$ cat src/inc/sah_cfg.svh
// timing figures for the sampling converter host port
// assumes a 250 MHz system clock; counts derived from printed times
`ifndef SAH_CFG_SVH
`define SAH_CFG_SVH

`define SAH_CLK_PS      4000
`define SAH_T_WR_NS     250
`define SAH_T_FAST_NS   250
`define SAH_T_GAP_NS    350
`define SAH_T_ACC_NS    100
`define SAH_CEIL_CYC(ns) (((ns) * 1000 + `SAH_CLK_PS - 1) / `SAH_CLK_PS)
`define SAH_WR_CYC      `SAH_CEIL_CYC(`SAH_T_WR_NS)
`define SAH_FAST_CYC    `SAH_CEIL_CYC(`SAH_T_FAST_NS)
`define SAH_GAP_CYC     `SAH_CEIL_CYC(`SAH_T_GAP_NS)
`define SAH_ACC_CYC     `SAH_CEIL_CYC(`SAH_T_ACC_NS)
`define SAH_MODE_RDSTART 1'b0
`define SAH_MODE_SPLIT   1'b1
`define SAH_RES_W       8

`endif

$ cat src/inc/sah_pkg.sv
// types for the sampling converter host port
// timing and widths live in sah_cfg.svh
package sah_pkg;
  typedef enum logic [2:0] {
    ST_IDLE,
    ST_SPLIT_WR,
    ST_SPLIT_WAIT,
    ST_SPLIT_RD,
    ST_RS_WAIT
  } sah_state_t;
endpackage

$ cat src/sah_host.sv
// host controller driving an 8-bit sampling converter over its bus pins
// assumes pins are synchronous to sys_clk and an external pull-up on the
// shared strobe/ready pin; the converter is a separate chip
//
// Contract
// - read-start: hold select and read low until the result appears.
// - fast split read: read may fall 250 ns after write rises.
// - normal split read waits for done low before reading.
// - read-start: stretch read over conversion using ready as wait.
// - split: write starts, separate later read collects, no waits.
// - issue conversion starts from a precise timer for equal spacing.
// - leave at least 350 ns from conversion end to next sample edge.
// - split: hold write strobe low at least 250 ns.
`include "sah_cfg.svh"
`timescale 1ns/1ps

module sah_host #(
  parameter logic [15:0] PERIOD_CYC = 16'h00FA
) (
  input  wire logic                   sys_clk,
  input  wire logic                   nrst,
  input  wire logic                   start_req,
  input  wire logic                   auto_en,
  input  wire logic                   split_sel,
  input  wire logic                   fast_sel,
  output logic                        conv_cs_n,
  output logic                        conv_rd_n,
  output logic                        strobe_out,
  output logic                        strobe_oe_n,
  input  wire logic                   strobe_in,
  input  wire logic                   done_n,
  input  wire logic [`SAH_RES_W-1:0]  result_bus,
  output logic                        mode_pin,
  output logic [`SAH_RES_W-1:0]       result,
  output logic                        result_valid,
  output logic                        busy
);

  localparam logic [7:0] WR_CYC   = 8'(`SAH_WR_CYC);
  localparam logic [7:0] FAST_CYC = 8'(`SAH_FAST_CYC);
  localparam logic [7:0] GAP_CYC  = 8'(`SAH_GAP_CYC);
  localparam logic [7:0] ACC_CYC  = 8'(`SAH_ACC_CYC);

  function automatic logic [7:0] sat_inc(input logic [7:0] v);
    sat_inc = (v == 8'hFF) ? v : v + 8'h01;
  endfunction

  sah_pkg::sah_state_t state_q, state_d;
  logic [7:0]            cnt_q, cnt_d;
  logic [7:0]            gap_q, gap_d;
  logic [15:0]           tick_q;
  logic                  pend_q, fast_q, fast_d;
  logic                  cs_d, rd_d, wr_d, mode_d;
  logic                  cap, go, tick, gap_ok, idle;
  logic [7:0]            wr_low_q, since_wr_q;

  // free-running sample timer keeps start spacing exact
  assign tick   = auto_en && (tick_q == PERIOD_CYC - 16'h0001);
  assign idle   = (state_q == sah_pkg::ST_IDLE);
  assign gap_ok = (gap_q >= GAP_CYC);
  assign go     = pend_q && idle && gap_ok;

  always_comb begin
    state_d = state_q;
    cnt_d   = sat_inc(cnt_q);
    cs_d    = conv_cs_n;
    rd_d    = conv_rd_n;
    wr_d    = strobe_out;
    mode_d  = mode_pin;
    fast_d  = fast_q;
    cap     = 1'b0;
    case (state_q)
      sah_pkg::ST_IDLE: begin
        mode_d = split_sel ? `SAH_MODE_SPLIT : `SAH_MODE_RDSTART;
        wr_d   = 1'b1;
        if (go) begin
          cnt_d  = 8'h00;
          cs_d   = 1'b0;
          fast_d = fast_sel;
          if (mode_d == `SAH_MODE_SPLIT) begin
            wr_d    = 1'b0;
            state_d = sah_pkg::ST_SPLIT_WR;
          end else begin
            rd_d    = 1'b0;
            state_d = sah_pkg::ST_RS_WAIT;
          end
        end
      end
      sah_pkg::ST_SPLIT_WR: begin
        if (cnt_q == WR_CYC - 8'h01) begin
          wr_d    = 1'b1;
          cnt_d   = 8'h00;
          state_d = sah_pkg::ST_SPLIT_WAIT;
        end
      end
      sah_pkg::ST_SPLIT_WAIT: begin
        if (fast_q ? (cnt_q == FAST_CYC - 8'h01) : !done_n) begin
          rd_d    = 1'b0;
          cnt_d   = 8'h00;
          state_d = sah_pkg::ST_SPLIT_RD;
        end
      end
      sah_pkg::ST_SPLIT_RD: begin
        // outputs need access time after the read strobe falls
        if (cnt_q == ACC_CYC - 8'h01) begin
          cap     = 1'b1;
          state_d = sah_pkg::ST_IDLE;
        end
      end
      sah_pkg::ST_RS_WAIT: begin
        // ready released and done low marks a finished conversion
        if (strobe_in && !done_n) begin
          cap     = 1'b1;
          state_d = sah_pkg::ST_IDLE;
        end
      end
      default: state_d = sah_pkg::ST_IDLE;
    endcase
    if (cap) begin
      cs_d = 1'b1;
      rd_d = 1'b1;
    end
  end

  // end of conversion restarts the settling gap
  assign gap_d = cap ? 8'h00 : sat_inc(gap_q);

  always_ff @(posedge sys_clk or negedge nrst) begin
    if (!nrst) begin
      state_q <= sah_pkg::ST_IDLE;
      cnt_q   <= 8'h00;
      gap_q   <= 8'hFF;
      tick_q  <= 16'h0000;
      pend_q  <= 1'b0;
      fast_q  <= 1'b0;
    end else begin
      state_q <= state_d;
      cnt_q   <= cnt_d;
      gap_q   <= gap_d;
      // held clear while disabled: first request one period after enable
      tick_q  <= (tick || !auto_en) ? 16'h0000 : tick_q + 16'h0001;
      // a new request in the accepting cycle is kept, not lost
      pend_q  <= start_req || tick || (pend_q && !go);
      fast_q  <= fast_d;
    end
  end

  // shared pin is only driven as write strobe in split mode
  always_ff @(posedge sys_clk or negedge nrst) begin
    if (!nrst) begin
      conv_cs_n    <= 1'b1;
      conv_rd_n    <= 1'b1;
      strobe_out   <= 1'b1;
      strobe_oe_n  <= 1'b1;
      mode_pin     <= `SAH_MODE_RDSTART;
      busy         <= 1'b0;
    end else begin
      conv_cs_n    <= cs_d;
      conv_rd_n    <= rd_d;
      strobe_out   <= wr_d;
      strobe_oe_n  <= (mode_d != `SAH_MODE_SPLIT);
      mode_pin     <= mode_d;
      busy         <= (state_d != sah_pkg::ST_IDLE);
    end
  end

  always_ff @(posedge sys_clk or negedge nrst) begin
    if (!nrst) begin
      result       <= '0;
      result_valid <= 1'b0;
    end else begin
      result_valid <= cap;
      if (cap) begin
        result <= result_bus;
      end
    end
  end

  // helper counters watched only by the checks below
  always_ff @(posedge sys_clk or negedge nrst) begin
    if (!nrst) begin
      wr_low_q   <= 8'h00;
      since_wr_q <= 8'h00;
    end else begin
      wr_low_q   <= strobe_out ? 8'h00 : sat_inc(wr_low_q);
      since_wr_q <= strobe_out ? sat_inc(since_wr_q) : 8'h00;
    end
  end
endmodule

$ cat config.mk
export PLATFORM = sky130hd
export DESIGN_NAME = sah_host
export DESIGN_NICKNAME = d
export VERILOG_FILES = /design/src/inc/sah_pkg.sv /design/src/sah_host.sv
export VERILOG_INCLUDE_DIRS = /design/src /design/src/inc
export SDC_FILE = /design/constraint.sdc
export NUM_CORES = 1
export LEC_CHECK = 0
export BUFFER_PORTS_ARGS = -buffer_cell sky130_fd_sc_hd__buf_2
export CAP_MARGIN = 20
export CORE_ASPECT_RATIO = 0.7
export CORE_MARGIN = 1
export CORE_UTILIZATION = 44
export DETAILED_ROUTE_END_ITERATION = 10
export PLACE_DENSITY = 0.64
export SKIP_LAST_GASP = 1
export SLEW_MARGIN = 30
export SYNTH_ARGS = -nofsm -noshare
export SYNTH_HDL_FRONTEND = slang
export SYNTH_SLANG_ARGS = --single-unit
export TNS_END_PERCENT = 1
$ cat constraint.sdc
create_clock -name sys_clk -period 4.6 [get_ports sys_clk]
set_input_delay 0.23 -clock sys_clk [delete_from_list [all_inputs] [get_ports sys_clk]]
set_output_delay 0.23 -clock sys_clk [all_outputs]
set_load 0.05 [all_outputs]
# Yosys cells after proc, flatten, opt, wreduce, memory -nomap -nowiden
# Cells that the tools add are included.
# totals
register_bits,52
out_inout_bits,15
# op_classes
add_sub_neg,3
magnitude_cmp,1
eq_ne,14
mux,33
bitwise_logic,1
reduce_logical,21
# op_table
op,count
2-to-1 mux 8 bit,6
one-hot mux 8 bit (3 select lines),1
2-to-1 mux 3 bit,6
adder 16 x 1 -> 16 bit (second input constant),1
adder 8 x 1 -> 8 bit (second input constant),2
== test 16 x 8 -> 1 bit (second input constant),1
== test 8 bit (second input constant),2
2-to-1 mux 16 bit,1
2-to-1 mux 1 bit,15
one-hot mux 3 bit (5 select lines),1
!= test 3 bit (second input constant),3
== test 8 x 5 -> 1 bit (second input constant),1
== test 8 x 6 -> 1 bit (second input constant),1
greater-or-equal comparator 8 x 7 -> 1 bit (second input constant),1
== test 3 x 2 -> 1 bit (second input constant),2
one-hot mux 1 bit (2 select lines),3
AND reduction 2 bit,3
nonzero test 2 bit,3
nonzero test 3 bit,2
logical AND 1 bit,5
!= test 2 bit (second input constant),2
AND reduction 4 bit,1
== test 3 x 1 -> 1 bit (second input constant),1
== test 3 bit (second input constant),1
other kinds (4),8

# Logic depth before layout (Yosys ltp)
# depth
depth_word,6
ltp_mapped,8
depth_no_buf,6

# Worst setup path after synthesis
# No wires, ideal clock.
# synth_timing
path_kind,register -> register
start,register cnt_q[0]
end,register result[0]
setup_ns,0.125
arrival_ns,1.775
t_required_ns,4.475
slack_ns,2.700
stages_incl_launch_ff,8
n_path_buf,1
synth_period_minus_slack_ns,1.900
cell_sequence,dfrtp_1 -> inv_1 -> ha_1 -> nor4bb_1 -> and4_1 -> mux2_2 -> buf_4 -> mux2_2
# synth_via
elab_chain_len,3
# synth_lines
element,line,rtl
start: declaration,sah_host.sv:49,"logic [7:0] cnt_q, cnt_d;"
start signal: assignment,sah_host.sv:138,cnt_q <= cnt_d;
== test 8 x 5 -> 1 bit,sah_host.sv:105,if (cnt_q == ACC_CYC - 8'h01) begin
2-to-1 mux 1 bit,sah_host.sv:105,
one-hot mux 1 bit (2 select lines),sah_host.sv:72,case (state_q)
end signal: assignment,sah_host.sv:174,result <= result_bus;
end: declaration,sah_host.sv:34,"output logic [`SAH_RES_W-1:0] result,"
# Every way passes these cells.
# A chain may end at the register's enable or synchronous reset.

# Worst setup path after layout
# layout_timing
start,register cnt_q[0]
end,register result[2]
# Same word-level chain as after synthesis.

==> results.tsv <==
stage	metric	value	unit
run_status	outcome	finished clean	
power_and_ir_drop	Peak VDD IR	0.000331	V
detailed_routing	routed vias	1869	
timing	minimum clock period	2210	ps
timing	Peak Freq	0.452	GHz
cts	cts repair resizes	0	
detailed_routing	vias per cell	5.45	
cts	htree depth	2	
cts	number of CTS-inserted buffers	5	
detailed_routing	drt initial violations	82	
place	minimum setup slack after placement	2420	ps
yosys	Post-synth top flop	dfrtp_1	
cells_and_area	post-layout util	52.7	%
place	DPL Wire Length	3.23	mm
yosys	Distinct cells, synth	43	
cts	post-CTS setup repair buffer count	0	
power_and_ir_drop	Clk network pwr share	16.2	%
run	MaxCap Viol Count	0	
place	GP Congestion	0.828	
timing	RSZ-0062 raised after global routing	no	
cts	Clock Latency Late Sink	300	ps
yosys	Cells after Synth	238	
yosys	Syn Std Cell Area	0.00256	mm²
cts	cts hold-fix bufs	0	
floorplanning	initial core utilization	47.3	%
worst_setup_path	CP Data Required Time	4790	ps
yosys	Seq/Total Area, Yosys	51.4	%
yosys	synth warn	0	
timing	final max-slew violation count	0	
timing	Hold Violations, Final	0	
power_and_ir_drop	overall power	1620	µW
detailed_routing	routed len/inst	13.4	µm
worst_setup_path	worst endpoint data arrival time	2400	ps
global_route	grt total ovfl	0	
cts	Clock transition at path regs	90	ps
power_and_ir_drop	Pleak	0.00125	µW
detailed_routing	TritonRoute pass-1 iters	5	
worst_setup_path	worst reg-to-reg setup slack	2390	ps
cts	clk sinks	52	
cells_and_area	area grow syn2layout	11.6	%
cts	Clock Tree Buf Depth	2	
yosys	Avg Cell Area, Syn	10.8	µm²
timing	Max-slew headroom	58.0	%
cells_and_area	fill count	496	
power_and_ir_drop	PD cells	567	mW/mm²
floorplanning	DIE HEIGHT	65.9	µm
power_and_ir_drop	combinational power share	37.7	%
timing	setup ws final	2390	ps
cells_and_area	fraction of layout cells with a size suffix above 1	23.2	%
worst_setup_path	crit path max fanout	19	
timing	Setup violations, final	0	
global_route	vias in the first global route	1779	
detailed_routing	DRC errors left	0	
power_and_ir_drop	Sw Share	41.0	%
global_route	GRT Overall Usage	16.9	%
global_route	largest net degree at the start of global routing	53	
detailed_routing	final WL	4.61	mm
min_path	Hold Path Class	in -> async	
detailed_routing	DRT antenna net count	0	
timing	clk_skew	8.35	ps
worst_setup_path	startpoint types	flip-flop	
yosys	Post-Syn Nets	261	
cts	Root Driver	clkbuf_8	
timing	final period utilization	48.1	%
floorplanning	# IOs	31	
yosys	Yosys reg bits	52	
power_and_ir_drop	share of power burned in registers	46.1	%
global_route	first-pass GRT wire length	8.05	mm
place	Port Buffers	30	
worst_setup_path	Critical Path Sink Type	flip-flop	
cells_and_area	Layout Nets	293	
yosys	Post-synth EDFFs	0	
power_and_ir_drop	Internal Pwr Total	957	µW
floorplanning	num rows	22	
floorplanning	Die Wd	93.2	µm
place	Cells after DPL	335	
floorplanning	core area	0.00542	mm²
power_and_ir_drop	sw power	665	µW
cells_and_area	n_diodes	0	
global_route	initial antenna violation count	0	
worst_setup_path	Crit Path Category	reg -> reg	
timing	Final TNS setup	0	ps
cts	CTS tree	done	
floorplanning	die footprint	0.00614	mm²
cells_and_area	non-filler instance count after layout	343	
yosys	ys async rst share	100	%
timing	Least-Margin Pin Slew	630	ps
[registers in the layout, indices dropped and copies added, names as in the netlist, 3 cells and up]
name and flops:
cnt_q 8, result 8, tick_q 16, state_q 3
gap_q 8
[worst max-delay path: stages (launching register included)]
cell,delay (ps)
dfrtp_1,400
inv_1,110
ha_1,150
nor4bb_1,330
and4_1,290
mux2_2,430
mux2_2,380
[logic make-up after synthesis]
kind of cell,synth area share (%)
simple gates,21.5
flops,51.4
compound gates,8.20
xor+xnor,6.49
buf+inv,3.08
mux,5.96
fa+ha+maj,3.42
[power by group through the flow]
| stage | combinational (µW) | clock (µW) | sequential [µW] |
|---|---|---|---|
| after CTS | 619 | 275 | 748 |
| after global routing | 673 | 298 | 770 |
| after floorplan | 309 | 0 | 912 |
| after detailed placement | 618 | 0 | 755 |
| final | 611 | 263 | 748 |
| after global placement | 607 | 0 | 749 |
[final timing paths]
path,from,endpoint,cells after the start
hold / removal,nrst,result[5],2
hold reg to reg,mode_pin,strobe_oe_n,1
max in group asynchronous,nrst,result_valid,2
min in group sys_clk,split_sel,strobe_oe_n,2
setup reg to reg,cnt_q[0],result[2],6
setup / recovery,cnt_q[0],result[2],6
[area by class of cell]
class	instances	area, µm²	share of cell area (%)
inverter	10	37.5	1.31
clock buffer	8	90.1	3.15
timing repair buffer	31	158	5.51
multi-input combinational	170	1170	40.8
tap	72	90.1	3.15
sequential	52	1320	46.0
[cell usage after synthesis, drive strengths merged, types with 3 or more instances]
cell type  instances  area, µm²
and4               7       61.3
nor2              31        116
nand2             12       45.0
a21oi              5       25.0
dfstp             12        315
nor3              14       70.1
nor4               6       37.5
nand4              8       65.1
buf                3       30.0
mux2              10        113
xnor2             12        105
ha                 7       87.6
o21ai              5       36.3
xor2               7       61.3
nand3             10       50.1
a211oi             4       30.0
nor3b              3       22.5
clkbuf             3       11.3
mux2i              4       40.0
dfrtp             40       1000
inv               10       37.5
[routing by layer]
layer	track usage (%)	up-vias	part of all wire (%)
met1	24.1	906	53
met4	5.38	0	1.1
li1	-	916	-
met3	4.14	5	4.4
met5	0	-	0
met2	25.2	42	41
[metrics by stage]
step                      instance area [µm²]  hold WS [ps]
after floorplan                          2560         -65.6
after global placement                   2770           382
after detailed placement                 2770           384
after CTS                                2860          53.2
after global routing                     2860          67.0
final                                    2860          24.4
[placed cells by master (no fill, tap or decap), drive strengths merged, types with 5 or more instances in the layout]
master  Yosys  routed
a21oi       5       5
and4        7       7
buf         3      31
clkbuf      3       8
dfrtp      40      40
dfstp      12      12
ha          7       7
inv        10      10
mux2       10      10
nand2      12      12
nand3      10      10
nand4       8       8
nor2       31      31
nor3       14      14
nor4        6       6
o21ai       5       5
xnor2      12      12
xor2        7       7
Note: power is estimated with default switching activity, not from simulation.
